[config.mk]
export PLATFORM = sky130hd
export DESIGN_NAME = sync_tx_slave
export DESIGN_NICKNAME = d
export VERILOG_FILES = /design/src/sync_tx_pkg.sv /design/src/sync_tx_slave.sv /design/src/word_fifo.sv
export VERILOG_INCLUDE_DIRS = /design/src /design/src/src
export SDC_FILE = /design/constraint.sdc
export NUM_CORES = 1
export LEC_CHECK = 0
export BUFFER_PORTS_ARGS = -buffer_cell sky130_fd_sc_hd__buf_2
export CAP_MARGIN = 20
export CORE_ASPECT_RATIO = 0.9
export CORE_UTILIZATION = 40
export CTS_CLUSTER_SIZE = 40
export DETAILED_ROUTE_END_ITERATION = 8
export GPL_TIMING_DRIVEN = 0
export PLACE_DENSITY = 0.58
export SLEW_MARGIN = 20
export SYNTH_ARGS = -nofsm -noshare
export SYNTH_HDL_FRONTEND = slang
export SYNTH_HIERARCHICAL = 1
export SYNTH_SLANG_ARGS = --single-unit
[constraint.sdc]
create_clock -name ref_clk -period 7.45 [get_ports ref_clk]
set_clock_uncertainty 0.2 [all_clocks]
set_input_delay 0.3725 -clock ref_clk [delete_from_list [all_inputs] [get_ports ref_clk]]
set_output_delay 0.3725 -clock ref_clk [all_outputs]
set_load 0.01 [all_outputs]
[src/sync_tx_regs.svh]
// register offsets, field positions and reset values of the synchronous slave transmitter
// assumes byte addresses on a 32-bit classic wishbone bus
`ifndef SYNC_TX_REGS_SVH
`define SYNC_TX_REGS_SVH

`define INTERRUPT_CONTROL_IDX       8'h0B
`define PERIPHERAL_FLAGS_1_IDX      8'h0C
`define RECEIVE_STATUS_CONTROL_IDX  8'h18
`define TRANSMIT_HOLDING_IDX        8'h19
`define PERIPHERAL_ENABLES_1_IDX    8'h8C
`define TRANSMIT_STATUS_CONTROL_IDX 8'h98
`define BAUD_RATE_DIVISOR_IDX       8'h99
`define SLEEP_CONTROL_IDX           8'hF0

`define GLOBAL_INT_BIT       7
`define PERIPH_INT_BIT       6
`define TRANSMIT_FLAG_BIT    4
`define SERIAL_PORT_EN_BIT   7
`define SINGLE_RX_EN_BIT     5
`define CONT_RX_EN_BIT       4
`define CLOCK_SOURCE_BIT     7
`define NINE_BIT_TX_BIT      6
`define TRANSMIT_EN_BIT      5
`define SYNC_MODE_BIT        4
`define SHIFT_EMPTY_BIT      1
`define NINTH_TX_BIT         0

`define INTERRUPT_CONTROL_RST       8'h00
`define RECEIVE_STATUS_CONTROL_RST  8'h00
`define TRANSMIT_STATUS_CONTROL_RST 8'h02
`define PERIPHERAL_ENABLES_1_RST    8'h00
`define BAUD_RATE_DIVISOR_RST       8'h00
`define INTERRUPT_VECTOR            16'h0004

`define FIFO_DEPTH 32
`define WORD_WIDTH 9
`endif

[src/sync_tx_pkg.sv]
// types shared by the transmitter files
// assumes nothing beyond a sv compiler
package sync_tx_pkg;
    typedef enum logic [1:0] {
        SHIFT_IDLE = 2'b00,
        SHIFT_LOAD = 2'b01,
        SHIFT_BUSY = 2'b10
    } shift_state_type;
endpackage

[src/sync_tx_slave.sv]
// synchronous slave transmitter: wishbone registers, fifo, shifter on external clock
// assumes shift clock and nothing else from the pins; bus on ref_clk
module sync_tx_slave
    import sync_tx_pkg::*;
(
    input  wire logic        ref_clk,
    input  wire logic        nrst,
    input  wire logic        wb_cyc_i,
    input  wire logic        wb_stb_i,
    input  wire logic        wb_we_i,
    input  wire logic [31:0] wb_adr_i,
    input  wire logic [31:0] wb_dat_i,
    input  wire logic [3:0]  wb_sel_i,
    output logic      [31:0] wb_dat_o,
    output logic             wb_ack_o,
    input  wire logic        shift_clock_pin,
    output logic             serial_data_out,
    output logic             serial_data_oe_n,
    output logic             wake_request,
    output logic             interrupt_request
);
`include "sync_tx_regs.svh"

    logic [7:0]       interrupt_control_q;
    logic [7:0]       receive_status_control_q;
    logic [7:0]       peripheral_enables_1_q;
    logic [7:0]       transmit_status_control_q;
    logic [7:0]       baud_rate_divisor_q;
    logic             sleep_q;
    logic             ack_q;
    logic [31:0]      dat_q;
    logic [2:0]       clk_sync_q;
    logic             clk_fall;
    logic [8:0]       shift_q;
    logic [3:0]       bits_q;
    logic             data_q;
    logic             oe_n_q;
    logic             wake_q;
    logic             irq_q;
    shift_state_type  state_q;
    logic [8:0]       fifo_in;
    logic             fifo_in_valid;
    logic             fifo_in_ready;
    logic [8:0]       fifo_out;
    logic             fifo_out_valid;
    logic             fifo_pop;
    logic             req;
    logic             wr;
    logic [7:0]       idx;
    logic             slave_mode;
    logic             tx_active;
    logic             transmit_flag;
    logic             shift_empty;
    logic [7:0]       rd_byte;

    // register indexes are byte-wide, so address is index times four
    assign idx = wb_adr_i[9:2];
    assign req = wb_cyc_i && wb_stb_i && !ack_q;
    assign wr  = req && wb_we_i && wb_sel_i[0];

    assign slave_mode = !transmit_status_control_q[`CLOCK_SOURCE_BIT] &&
                        transmit_status_control_q[`SYNC_MODE_BIT];
    assign tx_active  = slave_mode && transmit_status_control_q[`TRANSMIT_EN_BIT] &&
                        receive_status_control_q[`SERIAL_PORT_EN_BIT];

    // ninth bit captured with the word, so later changes of it do not disturb a queued word
    assign fifo_in       = {transmit_status_control_q[`NINTH_TX_BIT], wb_dat_i[7:0]};
    assign fifo_in_valid = wr && (idx == `TRANSMIT_HOLDING_IDX) && tx_active;
    assign fifo_pop      = (state_q == SHIFT_LOAD);

    word_fifo #(
        .WIDTH (`WORD_WIDTH),
        .DEPTH (`FIFO_DEPTH)
    ) u_fifo (
        .ref_clk   (ref_clk),
        .nrst      (nrst),
        .in_data   (fifo_in),
        .in_valid  (fifo_in_valid),
        .in_ready  (fifo_in_ready),
        .out_data  (fifo_out),
        .out_valid (fifo_out_valid),
        .out_ready (fifo_pop)
    );

    // flag is pure state of the holding queue: a write in the same cycle as a drain
    // leaves it clear, so no event is lost
    assign transmit_flag = !fifo_out_valid;
    assign shift_empty   = (state_q == SHIFT_IDLE);

    // bus slave: one wait state, ack drops the cycle after
    always_ff @(posedge ref_clk) begin
        if (!nrst) begin
            ack_q <= 1'b0;
        end else begin
            ack_q <= req;
        end
    end

    always_comb begin
        rd_byte = 8'h00;
        unique case (idx)
            `INTERRUPT_CONTROL_IDX:       rd_byte = interrupt_control_q;
            `PERIPHERAL_FLAGS_1_IDX:      rd_byte = {3'b000, transmit_flag, 4'h0};
            `RECEIVE_STATUS_CONTROL_IDX:  rd_byte = receive_status_control_q;
            `PERIPHERAL_ENABLES_1_IDX:    rd_byte = peripheral_enables_1_q;
            `TRANSMIT_STATUS_CONTROL_IDX: rd_byte = {transmit_status_control_q[7:2],
                                                     shift_empty,
                                                     transmit_status_control_q[0]};
            `BAUD_RATE_DIVISOR_IDX:       rd_byte = baud_rate_divisor_q;
            `SLEEP_CONTROL_IDX:           rd_byte = {7'h00, sleep_q};
            default:                      rd_byte = 8'h00;
        endcase
    end

    always_ff @(posedge ref_clk) begin
        if (!nrst) begin
            dat_q <= 32'h0000_0000;
        end else if (req && !wb_we_i) begin
            dat_q <= {24'h00_0000, rd_byte};
        end
    end

    always_ff @(posedge ref_clk) begin
        if (!nrst) begin
            interrupt_control_q       <= `INTERRUPT_CONTROL_RST;
            receive_status_control_q  <= `RECEIVE_STATUS_CONTROL_RST;
            peripheral_enables_1_q    <= `PERIPHERAL_ENABLES_1_RST;
            transmit_status_control_q <= `TRANSMIT_STATUS_CONTROL_RST;
            baud_rate_divisor_q       <= `BAUD_RATE_DIVISOR_RST;
        end else if (wr) begin
            unique case (idx)
                `INTERRUPT_CONTROL_IDX:       interrupt_control_q <= wb_dat_i[7:0];
                `RECEIVE_STATUS_CONTROL_IDX:  receive_status_control_q <= wb_dat_i[7:0];
                `PERIPHERAL_ENABLES_1_IDX:    peripheral_enables_1_q <= wb_dat_i[7:0];
                `TRANSMIT_STATUS_CONTROL_IDX: transmit_status_control_q <=
                    {wb_dat_i[7:4], 1'b0, wb_dat_i[2], 1'b0, wb_dat_i[0]};
                `BAUD_RATE_DIVISOR_IDX:       baud_rate_divisor_q <= wb_dat_i[7:0];
                default:                      ;
            endcase
        end
    end

    // sleep is set by software, cleared by wake; wake wins over a set
    always_ff @(posedge ref_clk) begin
        if (!nrst) begin
            sleep_q <= 1'b0;
        end else if (wake_q) begin
            sleep_q <= 1'b0;
        end else if (wr && idx == `SLEEP_CONTROL_IDX) begin
            sleep_q <= wb_dat_i[0];
        end
    end

    // shift clock from the pin: two sync flops, third for edge detect
    always_ff @(posedge ref_clk) begin
        if (!nrst) begin
            // pin idles low; resetting to that level avoids a false fall
            clk_sync_q <= 3'b000;
        end else begin
            clk_sync_q <= {clk_sync_q[1:0], shift_clock_pin};
        end
    end
    assign clk_fall = clk_sync_q[2] && !clk_sync_q[1];

    // the shifter ignores sleep_q entirely, so sleep never stalls it
    always_ff @(posedge ref_clk) begin
        if (!nrst) begin
            state_q <= SHIFT_IDLE;
            shift_q <= 9'h000;
            bits_q  <= 4'h0;
            data_q  <= 1'b1;
            oe_n_q  <= 1'b1;
        end else if (!tx_active) begin
            state_q <= SHIFT_IDLE;
            data_q  <= 1'b1;
            oe_n_q  <= 1'b1;
        end else begin
            unique case (state_q)
                SHIFT_IDLE: begin
                    if (fifo_out_valid) begin
                        state_q <= SHIFT_LOAD;
                    end
                end
                SHIFT_LOAD: begin
                    shift_q <= fifo_out;
                    bits_q  <= transmit_status_control_q[`NINE_BIT_TX_BIT] ? 4'd9 : 4'd8;
                    data_q  <= fifo_out[0];
                    oe_n_q  <= 1'b0;
                    state_q <= SHIFT_BUSY;
                end
                SHIFT_BUSY: begin
                    if (clk_fall) begin
                        if (bits_q == 4'h1 && fifo_out_valid) begin
                            state_q <= SHIFT_LOAD;
                        end else if (bits_q == 4'h1) begin
                            // release the line at idle level once the queue is dry
                            state_q <= SHIFT_IDLE;
                            data_q  <= 1'b1;
                            oe_n_q  <= 1'b1;
                        end else begin
                            shift_q <= {1'b0, shift_q[8:1]};
                            data_q  <= shift_q[1];
                        end
                        bits_q <= bits_q - 4'd1;
                    end
                end
                default: state_q <= SHIFT_IDLE;
            endcase
        end
    end

    always_ff @(posedge ref_clk) begin
        if (!nrst) begin
            irq_q  <= 1'b0;
            wake_q <= 1'b0;
        end else begin
            irq_q  <= transmit_flag && peripheral_enables_1_q[`TRANSMIT_FLAG_BIT] &&
                      interrupt_control_q[`GLOBAL_INT_BIT] &&
                      interrupt_control_q[`PERIPH_INT_BIT];
            wake_q <= sleep_q && transmit_flag &&
                      peripheral_enables_1_q[`TRANSMIT_FLAG_BIT];
        end
    end

    assign wb_ack_o          = ack_q;
    assign wb_dat_o          = dat_q;
    assign serial_data_out   = data_q;
    assign serial_data_oe_n  = oe_n_q;
    assign wake_request      = wake_q;
    assign interrupt_request = irq_q;

    // fifo_in_ready unused by design: a write to a full queue is dropped
    logic unused_ok;
    assign unused_ok = fifo_in_ready;
endmodule

[src/word_fifo.sv]
// synchronous fifo with valid/ready on both sides
// assumes one clock and a synchronous active-low reset
module word_fifo #(
    parameter int WIDTH = 9,
    parameter int DEPTH = 32
) (
    input  wire logic             ref_clk,
    input  wire logic             nrst,
    input  wire logic [WIDTH-1:0] in_data,
    input  wire logic             in_valid,
    output logic                  in_ready,
    output logic [WIDTH-1:0]      out_data,
    output logic                  out_valid,
    input  wire logic             out_ready
);
    localparam int AW = $clog2(DEPTH);
    logic [WIDTH-1:0] mem [DEPTH];
    logic [AW-1:0]    wr_q;
    logic [AW-1:0]    rd_q;
    logic [AW:0]      cnt_q;
    logic             push;
    logic             pop;
    logic [AW-1:0]    rd_next;
    logic [WIDTH-1:0] head_q;

    // head word held in a register so read data comes from a flop
    assign in_ready = (cnt_q != DEPTH[AW:0]);
    assign push     = in_valid && in_ready;
    assign pop      = out_valid && out_ready;

    always_ff @(posedge ref_clk) begin
        if (push) begin
            mem[wr_q] <= in_data;
        end
    end

    always_ff @(posedge ref_clk) begin
        if (!nrst) begin
            wr_q  <= '0;
            rd_q  <= '0;
            cnt_q <= '0;
        end else begin
            if (push) begin
                wr_q <= wr_q + 1'b1;
            end
            if (pop) begin
                rd_q <= rd_q + 1'b1;
            end
            cnt_q <= cnt_q + {{AW{1'b0}}, push} - {{AW{1'b0}}, pop};
        end
    end

    assign out_valid = (cnt_q != '0);
    assign rd_next   = pop ? rd_q + 1'b1 : rd_q;

    // bypass a word written into the slot that is about to become head
    always_ff @(posedge ref_clk) begin
        if (push && (wr_q == rd_next)) begin
            head_q <= in_data;
        end else begin
            head_q <= mem[rd_next];
        end
    end
    assign out_data  = head_q;
endmodule

==> results.md <==
- Status: complete, no violations
- DR iter-0 viols: 888
- Cell repeated most along the worst path: clkbuf_1
- Via count: 9,399
- Avg Synthesized Cell Area: 14.5 um^2
- H-tree depth: 2
- Die width: about 210 um
- Inst Count DP: 1,661
- Sequential Area: 10,500 um^2
- Worst-Margin Slew: approximately 990 ps
- DR pass1 iterations: 5
- VDD IR max: 0.155 mV
- Num rows: 68
- Routed WL: 37,200 um
- Total track usage: 18.8%
- HP Class: in -> reg
- DRC viols: 0
- N_diodes: 0
- Critical path cell sequence: nand3b_1 > or3_1 > clkbuf_1 > clkbuf_1 > nor3_1 > and2_1 > clkbuf_1 > inv_1 > ha_1 > inv_1 > ha_1 > fa_1 > a21oi_1 > o21bai_1 > xnor2_1 > nor2_1
- Synth Register Bits: 378
- Post-route minimum period: 4480 ps
- Placed Area: between 15,000 and 20,000 um^2
- Total CTS buffers: 39
- Type of origin of the critical path: flip-flop
- IO Pins: 111
- Dominant cells by area after synthesis: edfxtp_1, dfxtp_1, mux2i_1
- Vias in the first global route: 9,021
- TritonCTS clock tree: built
- PwrDens: 234 nW/um^2
- Post-Synthesis Cell Area: 15,600 um^2
- Fin crit share: approximately 60%
- FFs w/ async S/R, synth: 0%
- Clock root cell: clkbuf_16
- Setup violations, final: 0
- Slew margin rel.: 33.8%
- Vias/cell: between 5 and 6
- Largest net degree at the start of global routing: 39
- Clock Latency Late Sink: 540 ps
- Multi-input logic area: 4700 um^2
- GP Congestion: 0.834
- Distinct cell type count after synthesis: just under 70
- Post-synth EDFFs: 288
- Final Power: 0.00414 W
- Setup tns final: 0 ps
- Initial antenna violation count: 0
- Postcts setup bufs: 0
- Nets@finish: 1,269
- Maximum fanout along the worst path: 10
- Sequential share of the synthesized area: 67.0%
- Post-DRT Antenna Nets: 0
- Die Span Y: 189 um
- Commonest cells post-synth: edfxtp_1, dfxtp_1, mux2i_1
- Worst-case clock buffer depth: 3
- YS warnings: 6
- First-pass GRT wire length: 55,500 um
- Hold Path Cell Cnt: 3
- Cell taking the most area after synthesis: edfxtp_1
- Synth Flop Type: edfxtp_1
- Reg2Reg Depth: 16
- Crit Path Class: reg -> reg
- Post-route cell area: 17,700 um^2
- Max cap viols: 0
- Fillcell total: between 3,000 and 4,000
- Starting Density: about two fifths
- Core area: 38,400 um^2
- Max incr delay on CP: 540 ps
- Max-slew violation count: 0
- Hpwl dp: 23,500 um
- Routed length per placed instance: about 22 um
- Worst setup EP type: flip-flop
- Area growth syn-to-layout: 13.3%
- Lkg Pwr: ~5.5 nW
- CP arrival: 4690 ps
- Most frequent cell after synthesis: edfxtp_1
- Slowest cell on the critical path: nor3_1
- Required arrival time at the worst endpoint: ~7700 ps
- Num Clock Sinks: 378
- Die Area: 39,800 um^2
- Unrepaired setup endpoints after global routing: false
- Yosys top cell area share: 55.4%
- Clk pin slew, worst setup/hold paths: 60 ps
- Finished Layout Cells: 1,731
- Share of layout cells above drive strength 1: around 15%
- # port buffers: 35
- Max Freq: 223 MHz
- Synth Instances: approximately 1,100
- Hold Fails Final Rpt: 0
- GR Overflow Total: 0
[cell families after synthesis]
group,share of synthesized area [%]
AO/OA/AOI/OAI,8.18
buffers and inverters,3.48
XOR/XNOR,0.730
adder cells (fa/ha/maj),1.41
other,0.0240
flip-flops,67.0
AND/OR/NAND/NOR,8.68
multiplexers,10.5
[path summary, 6_finish.rpt]
path                            slack, ps              end     startpoint
worst max-delay path                 2970  u_fifo/cnt_q[4]       wb_ack_o
worst min-delay path                   70       state_q[0]           nrst
worst max register to register       2970  u_fifo/cnt_q[4]       wb_ack_o
worst min register to register        240    clk_sync_q[1]  clk_sync_q[0]
[report_power, final]
| group | internal (W) | switching, W |
|---|---|---|
| Sequential | 0.00226 | 0.00000136 |
| Combinational | 0.0000232 | 0.0000686 |
| Clock | 0.00100 | 0.000783 |
[sequential cells by signal (all words and copies together) (netlist names), 2 cells and up, named ones only]
register	count
interrupt_control_q	8
baud_rate_divisor_q	8
shift_q	8
u_fifo/cnt_q	6
peripheral_enables_1_q	8
receive_status_control_q	8
clk_sync_q	3
u_fifo/wr_q	5
u_fifo/rd_q	5
u_fifo/mem	288
wb_dat_o	8
state_q	2
transmit_status_control_q	6
bits_q	4
[critical path, delay by kind of cell (launching register included)]
kind / cells / cell delay, ps
compound gates: 2 / 280
xor+xnor: 1 / 130
fa+ha+maj: 3 / 930
buf+inv: 5 / 890
flops: 1 / 330
simple gates: 5 / 1570
[placed cells by master (no fill, tap or decap), types with 4 or more instances in the layout]
cell type / instances
nand3b_1: 6
clkinv_1: 8
o21a_1: 4
nor3_1: 9
a22o_1: 15
mux2i_1: 81
buf_2: 55
buf_4: 26
a221oi_1: 16
xnor2_1: 10
nor2b_1: 6
a22oi_1: 36
o21ai_0: 34
conb_1: 24
clkbuf_16: 40
nand2_1: 32
inv_1: 22
nand2b_1: 4
a311oi_1: 7
nand3_1: 68
a211oi_1: 10
a21oi_1: 37
a21boi_0: 4
mux4_2: 36
and2_1: 15
nor2_1: 80
clkbuf_1: 46
nand4bb_1: 4
edfxtp_1: 288
dfxtp_1: 89
ha_1: 16
[what timing repair did]
item,in CTS,in global routing
gates resized for setup,0,0
endpoints found under the hold margin,1,0
hold buffers,1,0
[routing by layer]
metal | wire length [um] | global-route usage [%]
met3 | 2410 | 3.45
met2 | 16700 | 28.4
met4 | 518 | 4.72
met5 | 0 | 0
met1 | 17600 | 27.8
[area by class of cell]
cell class | instances | share of cell area [%]
plain buffers | 83 | 2.58
inverters | 23 | 0.488
clock inverters | 13 | 0.467
multi-input cells | 617 | 26.6
flip-flops and latches | 378 | 59.1
clock buffers | 56 | 6.05
well taps | 525 | 3.71
repair buffers | 36 | 1.05
[stage by stage]
stage,utilization [%],setup slack [ps],hold WS (ps)
6_report,46.1,2970,74.8
2_1_floorplan,-,3840,212
3_3_place_gp,43.1,3000,215
4_1_cts,46.1,3040,59.1
5_1_grt,46.1,2740,79.6
3_5_place_dp,43.1,3000,220
(Power assumes the default switching activity.)
